===== src/rtl/flash_status_regs.vh =====
// Constants for the flash status and configuration register bank.
// Assumes inclusion by bare name from the design files under rtl/.
`ifndef FLASH_STATUS_REGS_VH
`define FLASH_STATUS_REGS_VH

// ==========================================================
// APB register offsets (byte addresses)
`define OFS_PRIMARY_STATUS 8'h00
`define OFS_CONFIGURATION_ONE 8'h04
`define OFS_SUSPEND_STATUS 8'h08
`define OFS_IRQ_STATUS 8'h0c
`define OFS_IRQ_MASK 8'h10
`define OFS_PART_CTRL 8'h14

// ==========================================================
// Primary status field positions
`define PST_LOCK 7
`define PST_PROG_ERR 6
`define PST_ERASE_ERR 5
`define PST_BP_HI 4
`define PST_BP_LO 2
`define PST_WEL 1
`define PST_BUSY 0

// ==========================================================
// Configuration one field positions
`define CFG_LAT_HI 7
`define CFG_LAT_LO 6
`define CFG_ORIGIN 5
`define CFG_RSVD 4
`define CFG_VOLATILE_BP 3
`define CFG_PARAM_TOP 2
`define CFG_QUAD 1
`define CFG_FREEZE 0

// ==========================================================
// Suspend status field positions
`define SUS_ERASE 1
`define SUS_PROG 0

// ==========================================================
// Interrupt event positions
`define IRQ_PROG_ERR 0
`define IRQ_ERASE_ERR 1
`define IRQ_WRITE_LOCKED 2
`define IRQ_CMD_REFUSED 3
`define IRQ_OP_DONE 4
`define IRQ_WIDTH 5

// ==========================================================
// Reset values
`define RST_PRIMARY_STATUS 8'h00
`define RST_CONFIGURATION_ONE 8'h00
`define RST_SUSPEND_STATUS 8'h00
`define RST_BP_VOLATILE 3'h7
`define RST_IRQ_MASK 5'h00

// ==========================================================
// Link command codes
`define OP_WRITE_REGS 8'h01
`define OP_PROGRAM 8'h02
`define OP_WRITE_DISABLE 8'h04
`define OP_READ_STATUS 8'h05
`define OP_WRITE_ENABLE 8'h06
`define OP_READ_SUSPEND 8'h07
`define OP_READ_CONFIG 8'h35
`define OP_ERASE 8'hd8
`define OP_SOFT_RESET 8'hf0

// ==========================================================
// Timing counts
`define REG_WRITE_CYCLES 16

// ==========================================================
// Dummy cycles per latency code (fast double-rate, double-rate quad)
`define FAST_DDR_LC0 4'h2
`define FAST_DDR_LC1 4'h4
`define FAST_DDR_LC2 4'h5
`define FAST_DDR_LC3 4'h0
`define QUAD_DDR_LC0 4'h6
`define QUAD_DDR_LC1 4'h7
`define QUAD_DDR_LC2 4'h8
`define QUAD_DDR_LC3 4'h0

`endif


===== src/rtl/latency_lut.v =====
// Latency code to read dummy cycle lookup, registered outputs.
// Assumes the code input is synchronous to clk.
`timescale 1ns/1ps
`include "flash_status_regs.vh"

module latency_lut #(
  parameter [3:0] FAST_LC0 = `FAST_DDR_LC0,
  parameter [3:0] FAST_LC1 = `FAST_DDR_LC1,
  parameter [3:0] FAST_LC2 = `FAST_DDR_LC2,
  parameter [3:0] FAST_LC3 = `FAST_DDR_LC3,
  parameter [3:0] QUAD_LC0 = `QUAD_DDR_LC0,
  parameter [3:0] QUAD_LC1 = `QUAD_DDR_LC1,
  parameter [3:0] QUAD_LC2 = `QUAD_DDR_LC2,
  parameter [3:0] QUAD_LC3 = `QUAD_DDR_LC3
) (
  // Clock and reset
  input wire i_clk,
  input wire i_srst,
  // Selected code
  input wire [1:0] i_code,
  // Dummy cycle counts
  output reg [3:0] o_fast_ddr,
  output reg [3:0] o_quad_ddr
);

  always @(posedge i_clk) begin
    if (i_srst) begin
      o_fast_ddr <= FAST_LC0;
      o_quad_ddr <= QUAD_LC0;
    end else begin
      case (i_code)
        2'h0: begin
          o_fast_ddr <= FAST_LC0;
          o_quad_ddr <= QUAD_LC0;
        end
        2'h1: begin
          o_fast_ddr <= FAST_LC1;
          o_quad_ddr <= QUAD_LC1;
        end
        2'h2: begin
          o_fast_ddr <= FAST_LC2;
          o_quad_ddr <= QUAD_LC2;
        end
        default: begin
          o_fast_ddr <= FAST_LC3;
          o_quad_ddr <= QUAD_LC3;
        end
      endcase
    end
  end

endmodule


===== src/rtl/flash_status_config_regs.v =====
// Status and configuration register bank of a serial NOR flash.
// Assumes link pins are asynchronous to I_REF_CLK and SCK runs well
// below a quarter of it; engine status inputs share I_REF_CLK.
`timescale 1ns/1ps
`include "flash_status_regs.vh"

module flash_status_config_regs #(
  parameter REG_WRITE_CYCLES = `REG_WRITE_CYCLES
) (
  // Clock and reset
  input wire I_REF_CLK,
  input wire I_SRST,
  // APB slave
  input wire I_PSEL,
  input wire I_PENABLE,
  input wire I_PWRITE,
  input wire [7:0] I_PADDR,
  input wire [31:0] I_PWDATA,
  output reg [31:0] O_PRDATA,
  output reg O_PREADY,
  output reg O_PSLVERR,
  // Serial link pins
  input wire I_SCK,
  input wire I_CS_N,
  input wire I_SI,
  input wire I_WP_N,
  output reg O_SO,
  output reg O_SO_OE,
  // Array engine status
  input wire I_OP_BUSY,
  input wire I_PROG_ERR,
  input wire I_ERASE_ERR,
  input wire I_ERASE_SUSP,
  input wire I_PROG_SUSP,
  // Array engine control
  output reg O_PGM_START,
  output reg O_ERS_START,
  output reg [2:0] O_BLOCK_PROTECT,
  output reg O_PROT_BOTTOM,
  output reg O_PARAM_TOP,
  output reg O_QUAD_EN,
  output reg O_OTP_LOCK,
  output wire [3:0] O_FAST_DDR_DUMMY,
  output wire [3:0] O_QUAD_DDR_DUMMY,
  // Interrupt
  output reg O_IRQ
);

  // ==========================================================
  // Pin synchronisers
  reg [1:0] sck_sync_q;
  reg [1:0] cs_sync_q;
  reg [1:0] si_sync_q;
  reg [1:0] wp_sync_q;
  reg sck_prev_q;
  reg cs_prev_q;

  always @(posedge I_REF_CLK) begin
    if (I_SRST) begin
      sck_sync_q <= 2'h0;
      cs_sync_q <= 2'h3;
      si_sync_q <= 2'h0;
      wp_sync_q <= 2'h3;
      sck_prev_q <= 1'b0;
      cs_prev_q <= 1'b1;
    end else begin
      sck_sync_q <= {sck_sync_q[0], I_SCK};
      cs_sync_q <= {cs_sync_q[0], I_CS_N};
      si_sync_q <= {si_sync_q[0], I_SI};
      wp_sync_q <= {wp_sync_q[0], I_WP_N};
      sck_prev_q <= sck_sync_q[1];
      cs_prev_q <= cs_sync_q[1];
    end
  end

  wire cs_n = cs_sync_q[1];
  wire sck_rise = sck_sync_q[1] & ~sck_prev_q & ~cs_n;
  wire sck_fall = ~sck_sync_q[1] & sck_prev_q & ~cs_n;
  wire frame_end = cs_n & ~cs_prev_q;
  wire wp_low = ~wp_sync_q[1];

  // ==========================================================
  // Register state
  reg status_write_lock_q;
  reg [2:0] block_protect_q;
  reg write_enable_latch_q;
  reg busy_flag_q;
  reg prog_err_q;
  reg erase_err_q;
  reg [1:0] latency_code_q;
  reg protection_origin_q;
  reg protection_volatility_q;
  reg parameter_placement_q;
  reg quad_io_q;
  reg freeze_q;
  reg erase_suspended_flag_q;
  reg program_suspended_flag_q;
  reg [7:0] reg_busy_cnt_q;
  reg [`IRQ_WIDTH-1:0] irq_status_q;
  reg [`IRQ_WIDTH-1:0] irq_mask_q;
  reg uniform_sectors_q;

  wire [7:0] primary_status = {status_write_lock_q, prog_err_q,
    erase_err_q, block_protect_q, write_enable_latch_q, busy_flag_q};
  // Reserved bits tied low
  wire [7:0] configuration_one = {latency_code_q, protection_origin_q,
    1'b0, protection_volatility_q, parameter_placement_q, quad_io_q,
    freeze_q};
  wire [7:0] suspend_status = {6'h00, erase_suspended_flag_q,
    program_suspended_flag_q};

  // Busy covers engine work and our own register write time
  wire busy_now = I_OP_BUSY | (reg_busy_cnt_q != 8'h00);

  // ==========================================================
  // Link shifter
  reg [2:0] bit_cnt_q;
  reg [1:0] byte_idx_q;
  reg [6:0] shift_q;
  reg [7:0] opcode_q;
  reg [7:0] stat_byte_q;
  reg [7:0] cfg_byte_q;
  reg read_active_q;
  reg [2:0] out_idx_q;

  wire [7:0] rx_byte = {shift_q, si_sync_q[1]};
  wire byte_done = sck_rise & (bit_cnt_q == 3'h7);
  wire is_read = (rx_byte == `OP_READ_STATUS) |
    (rx_byte == `OP_READ_SUSPEND) | (rx_byte == `OP_READ_CONFIG);

  reg [7:0] read_sel;
  always @* begin
    read_sel = primary_status;
    if (opcode_q == `OP_READ_CONFIG) begin
      read_sel = configuration_one;
    end else if (opcode_q == `OP_READ_SUSPEND) begin
      read_sel = suspend_status;
    end
  end

  always @(posedge I_REF_CLK) begin
    if (I_SRST) begin
      bit_cnt_q <= 3'h0;
      byte_idx_q <= 2'h0;
      shift_q <= 7'h00;
      opcode_q <= 8'h00;
      stat_byte_q <= 8'h00;
      cfg_byte_q <= 8'h00;
      read_active_q <= 1'b0;
      out_idx_q <= 3'h7;
      O_SO <= 1'b0;
      O_SO_OE <= 1'b0;
    end else if (cs_n) begin
      // A frame cut mid-byte leaves no partial state behind
      bit_cnt_q <= 3'h0;
      byte_idx_q <= 2'h0;
      read_active_q <= 1'b0;
      out_idx_q <= 3'h7;
      O_SO_OE <= 1'b0;
    end else begin
      if (sck_rise) begin
        shift_q <= rx_byte[6:0];
        bit_cnt_q <= bit_cnt_q + 3'h1;
      end
      if (byte_done) begin
        if (byte_idx_q != 2'h3) begin
          byte_idx_q <= byte_idx_q + 2'h1;
        end
        if (byte_idx_q == 2'h0) begin
          opcode_q <= rx_byte;
          read_active_q <= is_read;
        end
        if (byte_idx_q == 2'h1) begin
          stat_byte_q <= rx_byte;
        end
        if (byte_idx_q == 2'h2) begin
          cfg_byte_q <= rx_byte;
        end
      end
      // Output changes on falling edge, host samples 10 ns before the next fall
      if (sck_fall && read_active_q) begin
        O_SO <= read_sel[out_idx_q];
        O_SO_OE <= 1'b1;
        out_idx_q <= out_idx_q - 3'h1;
      end
    end
  end

  // ==========================================================
  // Command execution at frame end
  wire whole_bytes = (bit_cnt_q == 3'h0) & (byte_idx_q != 2'h0);
  wire cmd_end = frame_end & whole_bytes;
  wire needs_wel = (opcode_q == `OP_WRITE_REGS) |
    (opcode_q == `OP_PROGRAM) | (opcode_q == `OP_ERASE);
  wire is_ctl = needs_wel | (opcode_q == `OP_WRITE_ENABLE) |
    (opcode_q == `OP_WRITE_DISABLE) | (opcode_q == `OP_SOFT_RESET);
  wire refused = cmd_end & is_ctl &
    (busy_now | (needs_wel & ~write_enable_latch_q));
  wire go = cmd_end & ~busy_now;
  wire go_wel = go & write_enable_latch_q;
  wire wr_locked = status_write_lock_q & wp_low;
  wire wr_regs = go_wel & (opcode_q == `OP_WRITE_REGS) &
    (byte_idx_q >= 2'h2);
  wire wr_ok = wr_regs & ~wr_locked;
  wire wr_cfg = wr_ok & (byte_idx_q == 2'h3);

  always @(posedge I_REF_CLK) begin
    if (I_SRST) begin
      status_write_lock_q <= 1'b0;
      block_protect_q <= 3'h0;
      write_enable_latch_q <= 1'b0;
      latency_code_q <= 2'h0;
      protection_origin_q <= 1'b0;
      protection_volatility_q <= 1'b0;
      parameter_placement_q <= 1'b0;
      quad_io_q <= 1'b0;
      freeze_q <= 1'b0;
      reg_busy_cnt_q <= 8'h00;
      O_PGM_START <= 1'b0;
      O_ERS_START <= 1'b0;
    end else begin
      O_PGM_START <= go_wel & (opcode_q == `OP_PROGRAM);
      O_ERS_START <= go_wel & (opcode_q == `OP_ERASE);
      if (reg_busy_cnt_q != 8'h00) begin
        reg_busy_cnt_q <= reg_busy_cnt_q - 8'h01;
      end
      // Only these two commands and OP_SOFT_RESET move the latch
      if (go && opcode_q == `OP_WRITE_ENABLE) begin
        write_enable_latch_q <= 1'b1;
      end else if (go && opcode_q == `OP_WRITE_DISABLE) begin
        write_enable_latch_q <= 1'b0;
      end
      if (go && opcode_q == `OP_SOFT_RESET) begin
        write_enable_latch_q <= 1'b0;
        freeze_q <= 1'b0;
        if (protection_volatility_q) begin
          block_protect_q <= `RST_BP_VOLATILE;
        end
      end
      if (wr_ok) begin
        reg_busy_cnt_q <= REG_WRITE_CYCLES[7:0];
        status_write_lock_q <= stat_byte_q[`PST_LOCK];
        if (!freeze_q) begin
          block_protect_q <= stat_byte_q[`PST_BP_HI:`PST_BP_LO];
        end
      end
      if (wr_cfg) begin
        latency_code_q <= cfg_byte_q[`CFG_LAT_HI:`CFG_LAT_LO];
        quad_io_q <= cfg_byte_q[`CFG_QUAD];
        // One-time bits only move away from zero here; soft reset clears freeze_q
        protection_volatility_q <= protection_volatility_q |
          cfg_byte_q[`CFG_VOLATILE_BP];
        freeze_q <= freeze_q | cfg_byte_q[`CFG_FREEZE];
        if (!freeze_q) begin
          protection_origin_q <= protection_origin_q |
            cfg_byte_q[`CFG_ORIGIN];
          parameter_placement_q <= parameter_placement_q |
            cfg_byte_q[`CFG_PARAM_TOP];
        end
      end
    end
  end

  // ==========================================================
  // Read-only flags follow the engine; busy also covers our register write time
  always @(posedge I_REF_CLK) begin
    if (I_SRST) begin
      busy_flag_q <= 1'b0;
      prog_err_q <= 1'b0;
      erase_err_q <= 1'b0;
      erase_suspended_flag_q <= 1'b0;
      program_suspended_flag_q <= 1'b0;
    end else begin
      busy_flag_q <= busy_now;
      prog_err_q <= I_PROG_ERR;
      erase_err_q <= I_ERASE_ERR;
      erase_suspended_flag_q <= I_ERASE_SUSP;
      program_suspended_flag_q <= I_PROG_SUSP;
    end
  end

  // ==========================================================
  // Protection and configuration outputs to the array engine
  always @(posedge I_REF_CLK) begin
    if (I_SRST) begin
      O_BLOCK_PROTECT <= 3'h0;
      O_PROT_BOTTOM <= 1'b0;
      O_PARAM_TOP <= 1'b0;
      O_QUAD_EN <= 1'b0;
      O_OTP_LOCK <= 1'b0;
    end else begin
      O_BLOCK_PROTECT <= block_protect_q;
      O_PROT_BOTTOM <= protection_origin_q;
      // Uniform parts have no small sectors to place
      O_PARAM_TOP <= parameter_placement_q & ~uniform_sectors_q;
      O_QUAD_EN <= quad_io_q;
      O_OTP_LOCK <= freeze_q;
    end
  end

  latency_lut u_latency_lut (
    .i_clk(I_REF_CLK),
    .i_srst(I_SRST),
    .i_code(latency_code_q),
    .o_fast_ddr(O_FAST_DDR_DUMMY),
    .o_quad_ddr(O_QUAD_DDR_DUMMY)
  );

  // ==========================================================
  // Interrupt events; set beats a same-cycle clear
  wire [`IRQ_WIDTH-1:0] irq_event = {busy_flag_q & ~busy_now,
    refused, wr_regs & wr_locked, I_ERASE_ERR & ~erase_err_q,
    I_PROG_ERR & ~prog_err_q};

  // ==========================================================
  // APB slave, no wait states; read data registered in the setup cycle
  wire apb_setup = I_PSEL & ~I_PENABLE;
  wire apb_wr = I_PSEL & I_PENABLE & O_PREADY & I_PWRITE;
  reg [31:0] rdata_d;
  reg unmapped_d;

  always @* begin
    rdata_d = 32'h0000_0000;
    unmapped_d = 1'b0;
    if (I_PADDR == `OFS_PRIMARY_STATUS) begin
      rdata_d[7:0] = primary_status;
    end else if (I_PADDR == `OFS_CONFIGURATION_ONE) begin
      rdata_d[7:0] = configuration_one;
    end else if (I_PADDR == `OFS_SUSPEND_STATUS) begin
      rdata_d[7:0] = suspend_status;
    end else if (I_PADDR == `OFS_IRQ_STATUS) begin
      rdata_d[`IRQ_WIDTH-1:0] = irq_status_q;
    end else if (I_PADDR == `OFS_IRQ_MASK) begin
      rdata_d[`IRQ_WIDTH-1:0] = irq_mask_q;
    end else if (I_PADDR == `OFS_PART_CTRL) begin
      rdata_d[0] = uniform_sectors_q;
    end else begin
      unmapped_d = 1'b1;
    end
  end

  always @(posedge I_REF_CLK) begin
    if (I_SRST) begin
      O_PRDATA <= 32'h0000_0000;
      O_PREADY <= 1'b0;
      O_PSLVERR <= 1'b0;
      irq_status_q <= {`IRQ_WIDTH{1'b0}};
      irq_mask_q <= `RST_IRQ_MASK;
      uniform_sectors_q <= 1'b0;
      O_IRQ <= 1'b0;
    end else begin
      O_PREADY <= apb_setup;
      if (apb_setup) begin
        O_PRDATA <= I_PWRITE ? 32'h0000_0000 : rdata_d;
        O_PSLVERR <= unmapped_d;
      end else begin
        O_PSLVERR <= 1'b0;
      end
      if (apb_wr && I_PADDR == `OFS_IRQ_STATUS) begin
        irq_status_q <= (irq_status_q &
          ~I_PWDATA[`IRQ_WIDTH-1:0]) | irq_event;
      end else begin
        irq_status_q <= irq_status_q | irq_event;
      end
      if (apb_wr && I_PADDR == `OFS_IRQ_MASK) begin
        irq_mask_q <= I_PWDATA[`IRQ_WIDTH-1:0];
      end
      if (apb_wr && I_PADDR == `OFS_PART_CTRL) begin
        uniform_sectors_q <= I_PWDATA[0];
      end
      O_IRQ <= |(irq_status_q & irq_mask_q);
    end
  end

endmodule


===== config.mk =====
export PLATFORM = sky130hd
export DESIGN_NAME = flash_status_config_regs
export DESIGN_NICKNAME = d
export VERILOG_FILES = /design/src/rtl/latency_lut.v /design/src/rtl/flash_status_config_regs.v
export VERILOG_INCLUDE_DIRS = /design/src /design/src/rtl
export SDC_FILE = /design/constraint.sdc
export NUM_CORES = 1
export LEC_CHECK = 0
export ABC_AREA = 1
export BUFFER_PORTS_ARGS = -buffer_cell sky130_fd_sc_hd__buf_4
export CORE_MARGIN = 2
export CORE_UTILIZATION = 45
export CTS_CLUSTER_SIZE = 30
export DETAILED_ROUTE_END_ITERATION = 16
export GPL_ROUTABILITY_DRIVEN = 0
export GPL_TIMING_DRIVEN = 0
export PLACE_DENSITY = 0.72
export RECOVER_POWER = 50
export SLEW_MARGIN = 0
export SYNTH_ARGS = -nofsm -noshare
export SYNTH_HDL_FRONTEND = slang
export SYNTH_SLANG_ARGS = --single-unit

===== constraint.sdc =====
create_clock -name I_REF_CLK -period 1.7 [get_ports I_REF_CLK]
set_input_delay 0.085 -clock I_REF_CLK [delete_from_list [all_inputs] [get_ports I_REF_CLK]]
set_output_delay 0.085 -clock I_REF_CLK [all_outputs]
set_load 0.02 [all_outputs]

# == Yosys cells after proc, flatten, opt, wreduce, memory -nomap -nowiden ==
# Cells that the tools add are included.
# totals
ff_bits,140
input_bits,54
out_inout_bits,54
word_cells,193
# classes
n_addsub,4
n_lt_le_gt_ge,2
n_eq_ne,23
mux,26
n_bitwise,61
reduce_logical,29
# ops
operator,count
$eq 8x3->1 const B,6
$mux 8,5
$and 1x1->1,29
$mux 5,5
$eq 8x4->1 const B,2
$eq 8x5->1 const B,2
$eq 8x6->1 const B,2
$eq 8x8->1 const B,2
$not 1->1,14
$or 1x1->1,13
$mux 3,4
$pmux 4 s3,1
$and 5x5->5,2
$or 5x5->5,2
$reduce_and 2->1,5
$pmux 3 s3,1
$reduce_and 3->1,3
$eq 8x1->1 const B,1
$eq 8x2->1 const B,1
$logic_not 8->1,1
$mux 1,8
$reduce_bool 2->1,4
$reduce_bool 8->1,1
$sub 8x1->8 const B,1
other kinds (18),30

# == Depth between registers and ports, before layout ==
# depth
ltp_word,10
ltp_mapped,12
depth_no_buf,12

# == Cells and area by module ==
# A second synthesis with hierarchy kept.
# unflattened
cells_unflattened,663
area_unflattened_um2,4924.7
# modules_own_cells
mod,instances,cells_each,area_per_inst_um2,seq_area_each_um2
flash_status_config_regs,1,636,4683.2,2062.0
latency_lut,1,27,241.5,100.1

# == Worst setup path after synthesis ==
# No wires, ideal clock.
# synth_timing
path_type,reg-to-reg
from,reg byte_idx_q[0]
to,reg quad_io_q
setup_time_ns,0.116
t_arrival_ns,1.587
t_required_ns,1.584
setup_slack_ns,-0.003
stages_incl_launch_ff,11
path_buffers,0
synth_period_minus_slack_ns,1.703
path_cell_list,dfxtp_1 -> inv_1 -> ha_1 -> nor3_1 -> nand3_1 -> nor2_4 -> nand3_4 -> nor2_4 -> inv_2 -> nor2_1 -> nor2_1
# synth_between
elab_chain_cells,9
elab_cells_between_ends,11
cone_classes,order compare (1); eq/ne (1); bitwise (8); reduce/logical (1)
# synth_lines
element,line_no,rtl
from (decl),flash_status_config_regs.v:118,reg [1:0] byte_idx_q;
from (signal assigned),flash_status_config_regs.v:167,byte_idx_q <= byte_idx_q + 2'h1;
$reduce_bool 2->1,flash_status_config_regs.v:191,wire whole_bytes = (bit_cnt_q == 3'h0) & (byte_idx_q != 2'h0);
$and 1x1->1,flash_status_config_regs.v:191,
$and 1x1->1,flash_status_config_regs.v:192,wire cmd_end = frame_end & whole_bytes;
$and 1x1->1,flash_status_config_regs.v:199,wire go = cmd_end & ~busy_now;
$and 1x1->1,flash_status_config_regs.v:200,wire go_wel = go & write_enable_latch_q;
$and 1x1->1 (2 in a row),flash_status_config_regs.v:202,wire wr_regs = go_wel & (opcode_q == `OP_WRITE_REGS) &
$and 1x1->1,flash_status_config_regs.v:204,wire wr_ok = wr_regs & ~wr_locked;
$and 1x1->1 (*),flash_status_config_regs.v:205,wire wr_cfg = wr_ok & (byte_idx_q == 2'h3);
to (signal assigned),flash_status_config_regs.v:249,quad_io_q <= cfg_byte_q[`CFG_QUAD];
to (decl),flash_status_config_regs.v:94,reg quad_io_q;
# Every way passes the cells marked *; elsewhere a longest branch is shown, timed or not.
# A chain may end at the register's enable or synchronous reset.

# == Final worst setup path ==
# layout_timing
from,reg reg_busy_cnt_q[1]
to,reg protection_origin_q
# layout_between
elab_chain_cells,10
# layout_lines
element,line_no,rtl
from (decl),flash_status_config_regs.v:98,reg [7:0] reg_busy_cnt_q;
from (signal assigned),flash_status_config_regs.v:225,reg_busy_cnt_q <= reg_busy_cnt_q - 8'h01;
from (signal assigned),flash_status_config_regs.v:241,reg_busy_cnt_q <= REG_WRITE_CYCLES[7:0];
$reduce_bool 8->1,flash_status_config_regs.v:113,wire busy_now = I_OP_BUSY | (reg_busy_cnt_q != 8'h00);
$or 1x1->1,flash_status_config_regs.v:113,
$not 1->1,flash_status_config_regs.v:199,
$and 1x1->1,flash_status_config_regs.v:199,
$and 1x1->1,flash_status_config_regs.v:200,
$and 1x1->1 (2 in a row),flash_status_config_regs.v:202,
$and 1x1->1,flash_status_config_regs.v:204,
$and 1x1->1,flash_status_config_regs.v:205,
$reduce_and 2->1 (no source line),--,
to (signal assigned),flash_status_config_regs.v:255,protection_origin_q <= protection_origin_q |
to (decl),flash_status_config_regs.v:91,reg protection_origin_q;
# Every way passes these cells.

==> out/results.txt <==
The run finished, with violations left. The final reports fail on setup timing. For the worst setup path, the data arrival time is 2.06 ns.

The total DRC errors in the routed layout was 0; the count of mapped cells out of synthesis was 657. The leakage power was 0.00250 uW. The number of I/O pins is 108, and the synthesis-stage register bit count is 108. The floorplan step defined a die boundary enclosing 11700 um2. The worst path uses 102% of the clock period. Sorting the synthesized cells by how often they occur yields 108 x dfxtp_1, 102 x nand2_1, 85 x inv_1.

For this run, the number of Yosys warnings is 0. Setup repair after global routing could not meet its margin everywhere. The maximum number of pins on one net before global-route repair is 21, and the global-route total usage across every layer is 21.9%.

For the mapped cell area, the log shows 4880 um2. Setup violations remaining at the end of the flow were counted as 8. The relative area change from synthesis to final layout was 24.8%. In this run the cell area measured after placement is 5550 um2. The region available for standard cell placement spans 10700 um2. In this run the critical register-to-register path is launched from reg_busy_cnt_q[1].

The total non-filler cell area in the finished layout is 6090 um2, and the slew of the pin with the lowest slew margin is 0.633 ns. The number of buffers created by CTS came out at 9. The tightest min-delay check is of the in2reg type. In the synthesized netlist the async set-or-reset flop fraction comes to 0%. Across the VDD grid, the largest voltage drop is 0.000483 V. The post-synthesis sequential area ratio is 44.3%.

Clock-pin slew was measured on the worst setup and hold paths at 0.11 ns. The first global-routing pass estimated 19.9 mm of wire. After synthesis, the cell types taking the most area are dfxtp_1 44%, nand2_1 7.8%, a21oi_1 7.1%. The smallest setup slack after layout was -0.0377 ns; the aggregate global routing overflow was 0. The worst hold margin came out at 0.0141 ns.

The netlist uses 36 different library cells. The logs give 0 for the total of max-cap violations and 0.39 ns for the clock latency reported for the late side of the worst-skew pair. For the headroom to the max-slew limit, the log shows 57.8%. Summed over all nets, the half-perimeter wirelength after detailed placement is 9.35 mm.

The number of port buffers came out at 54. The largest fanout on the critical path is 5, and the post-detailed-route wirelength per cell is 13.8 um. TritonCTS built the clock tree. In this run, synthesis inferred 0 flip-flops with an integrated enable. After floorplanning, the core was divided into 38 placement rows.

The horizontal die dimension works out to 108 um. For the total count of hold-check failures in the final report, the log shows 0. The net count of the finished layout is 850. The setup path with the least slack is of type reg2reg. Dividing the synthesized area by the synthesized cell count gives 7.43 um2. Cell taking the most area after synthesis: dfxtp_1. Once layout is complete, the utilization of the core stands at 57.0%. After synthesis, the largest area contributor takes up 44.3% of total cell area.

Of the cells placed in the final design, the portion with a size suffix greater than 1 is 19.7%. For the initial antenna violation count, the log shows 0. The tools report the root buffer cell as clkbuf_8. The floorplan step set the die height to 108 um.

The logs give 0 for the final count of pins violating max slew and 12.8 mm for the routed wire length. The worst min-delay path startpoint is I_PWDATA[1]. The areal power density over the cells is 869 nW/um2, and the initial standard-cell utilization of the core is 45.6%.

The worst clock skew is 0.0114 ns. The tools report the endpoint class of the critical path as a register. Timing analysis after detailed placement gives a worst setup slack of -0.349 ns.

The type of element launching the critical path is a register. The tools report the number of search-and-repair iterations in the first detailed-routing pass as 6. The dominant cell by count in the synthesized netlist was dfxtp_1. The final route contains 4709 vias. The flip-flop cell with the highest count after synthesis was dfxtp_1. The tools report the via count of the first global-routing pass as 4149.

The overall power was 5300 uW; the per-cell via count in the routed design was 5.09. Timing would allow up to 575 MHz. The time the worst path needs with I/O delays and setup came out at 1.74 ns.

The repair_antennas step left the layout with diodes totalling 0. The tree built by TritonCTS fans out to 108 sinks. The tools report the maximum count of clock buffers along a single path as 2.

The number of design-rule violations left by the first detailed-router iteration came out at 532. STA puts the critical path data required time at 2.02 ns. The H-tree generated during clock tree synthesis spans 3 levels. The critical path starts at reg_busy_cnt_q[1]. The number of nets with antenna violations after detailed routing was 0.
[stage by stage]
step	cells	setup TNS, ns
floorplan	681	0
global placement	875	-3.60
detailed placement	875	-4.80
CTS	912	-0.336
global route	926	-1.93
finish	926	-0.161
[flip-flops by register name, indices dropped and copies added, names as in the netlist, 3 cells and up]
register,flops
O_BLOCK_PROTECT,3
bit_cnt_q,3
block_protect_q,3
opcode_q,8
cfg_byte_q,7
irq_status_q,5
reg_busy_cnt_q,8
u_latency_lut.o_fast_ddr,3
shift_q,7
stat_byte_q,4
O_PRDATA,8
irq_mask_q,5
out_idx_q,3
[routing by layer]
layer | global-route usage, % | vias to the layer above | routed length, um
met5 | 0 | - | 0
met4 | 7.05 | 0 | 311
met3 | 4.88 | 27 | 1100
met2 | 35.7 | 186 | 5880
met1 | 29.0 | 2164 | 5530
li1 | - | 2332 | -
[cells in the final DEF, fill, tap and decap left out, types with 13 or more instances in the layout]
cell type / count
a21oi_1: 68
buf_4: 71
clkbuf_1: 41
conb_1: 25
dfxtp_1: 102
inv_1: 76
nand2_1: 95
nand3_1: 39
nand4_1: 13
nor2_1: 72
o21ai_0: 49
[area by class of cell]
cell class	count	area, um2
Clock buffer	9	124
Multi-Input combinational cell	442	2360
Inverter	88	337
Buffer	42	269
Fill cell	1040	4600
Timing Repair Buffer	90	597
Sequential cell	108	2170
Tap cell	140	175
Clock inverter	7	63.8
[path summary, 6_finish.rpt]
kind / slack, ns / depth (start not counted) / end
max: -0.04 / 10 / protection_origin_q
min: 0.01 / 3 / irq_mask_q[1]
max reg2reg: -0.04 / 10 / protection_origin_q
min reg2reg: 0.42 / 2 / si_sync_q[1]
[timing repair]
action / 4_1_cts / 5_1_grt
endpoints found under the hold margin: 13 / 0
gates resized for setup: 19 / 36
buffers inserted: 10 / 14
pin swaps: 10 / 18
endpoints found under the setup margin: 22 / 36
hold buffers: 12 / 0
[critical path: stages, from the launching register on]
cell,delay [ns]
dfxtp_2,0.35
inv_2,0.08
ha_4,0.15
nand2_4,0.06
nor2_4,0.16
nand3_4,0.10
nor2_4,0.17
nand3_4,0.15
nor2_4,0.22
nand4_1,0.13
o21ai_1,0.10
[cells by family (layout without fill, tap and decap cells)]
| family | Yosys count | after routing | share of synthesized area (%) |
|---|---|---|---|
| simple gates | 265 | 265 | 24.5 |
| compound gates | 134 | 134 | 14.6 |
| buf+inv | 131 | 236 | 12.2 |
| flops | 108 | 108 | 44.3 |
| fa+ha+maj | 15 | 15 | 3.84 |
| xor+xnor | 3 | 3 | 0.538 |
| other cells | 1 | 25 | 0.0768 |
[power breakdown]
group	switching, uW	internal, uW
clock	953	569
combinational	573	476
sequential	87.2	2640
total	1610	3680
No activity file was read; power rests on OpenSTA's default activity.
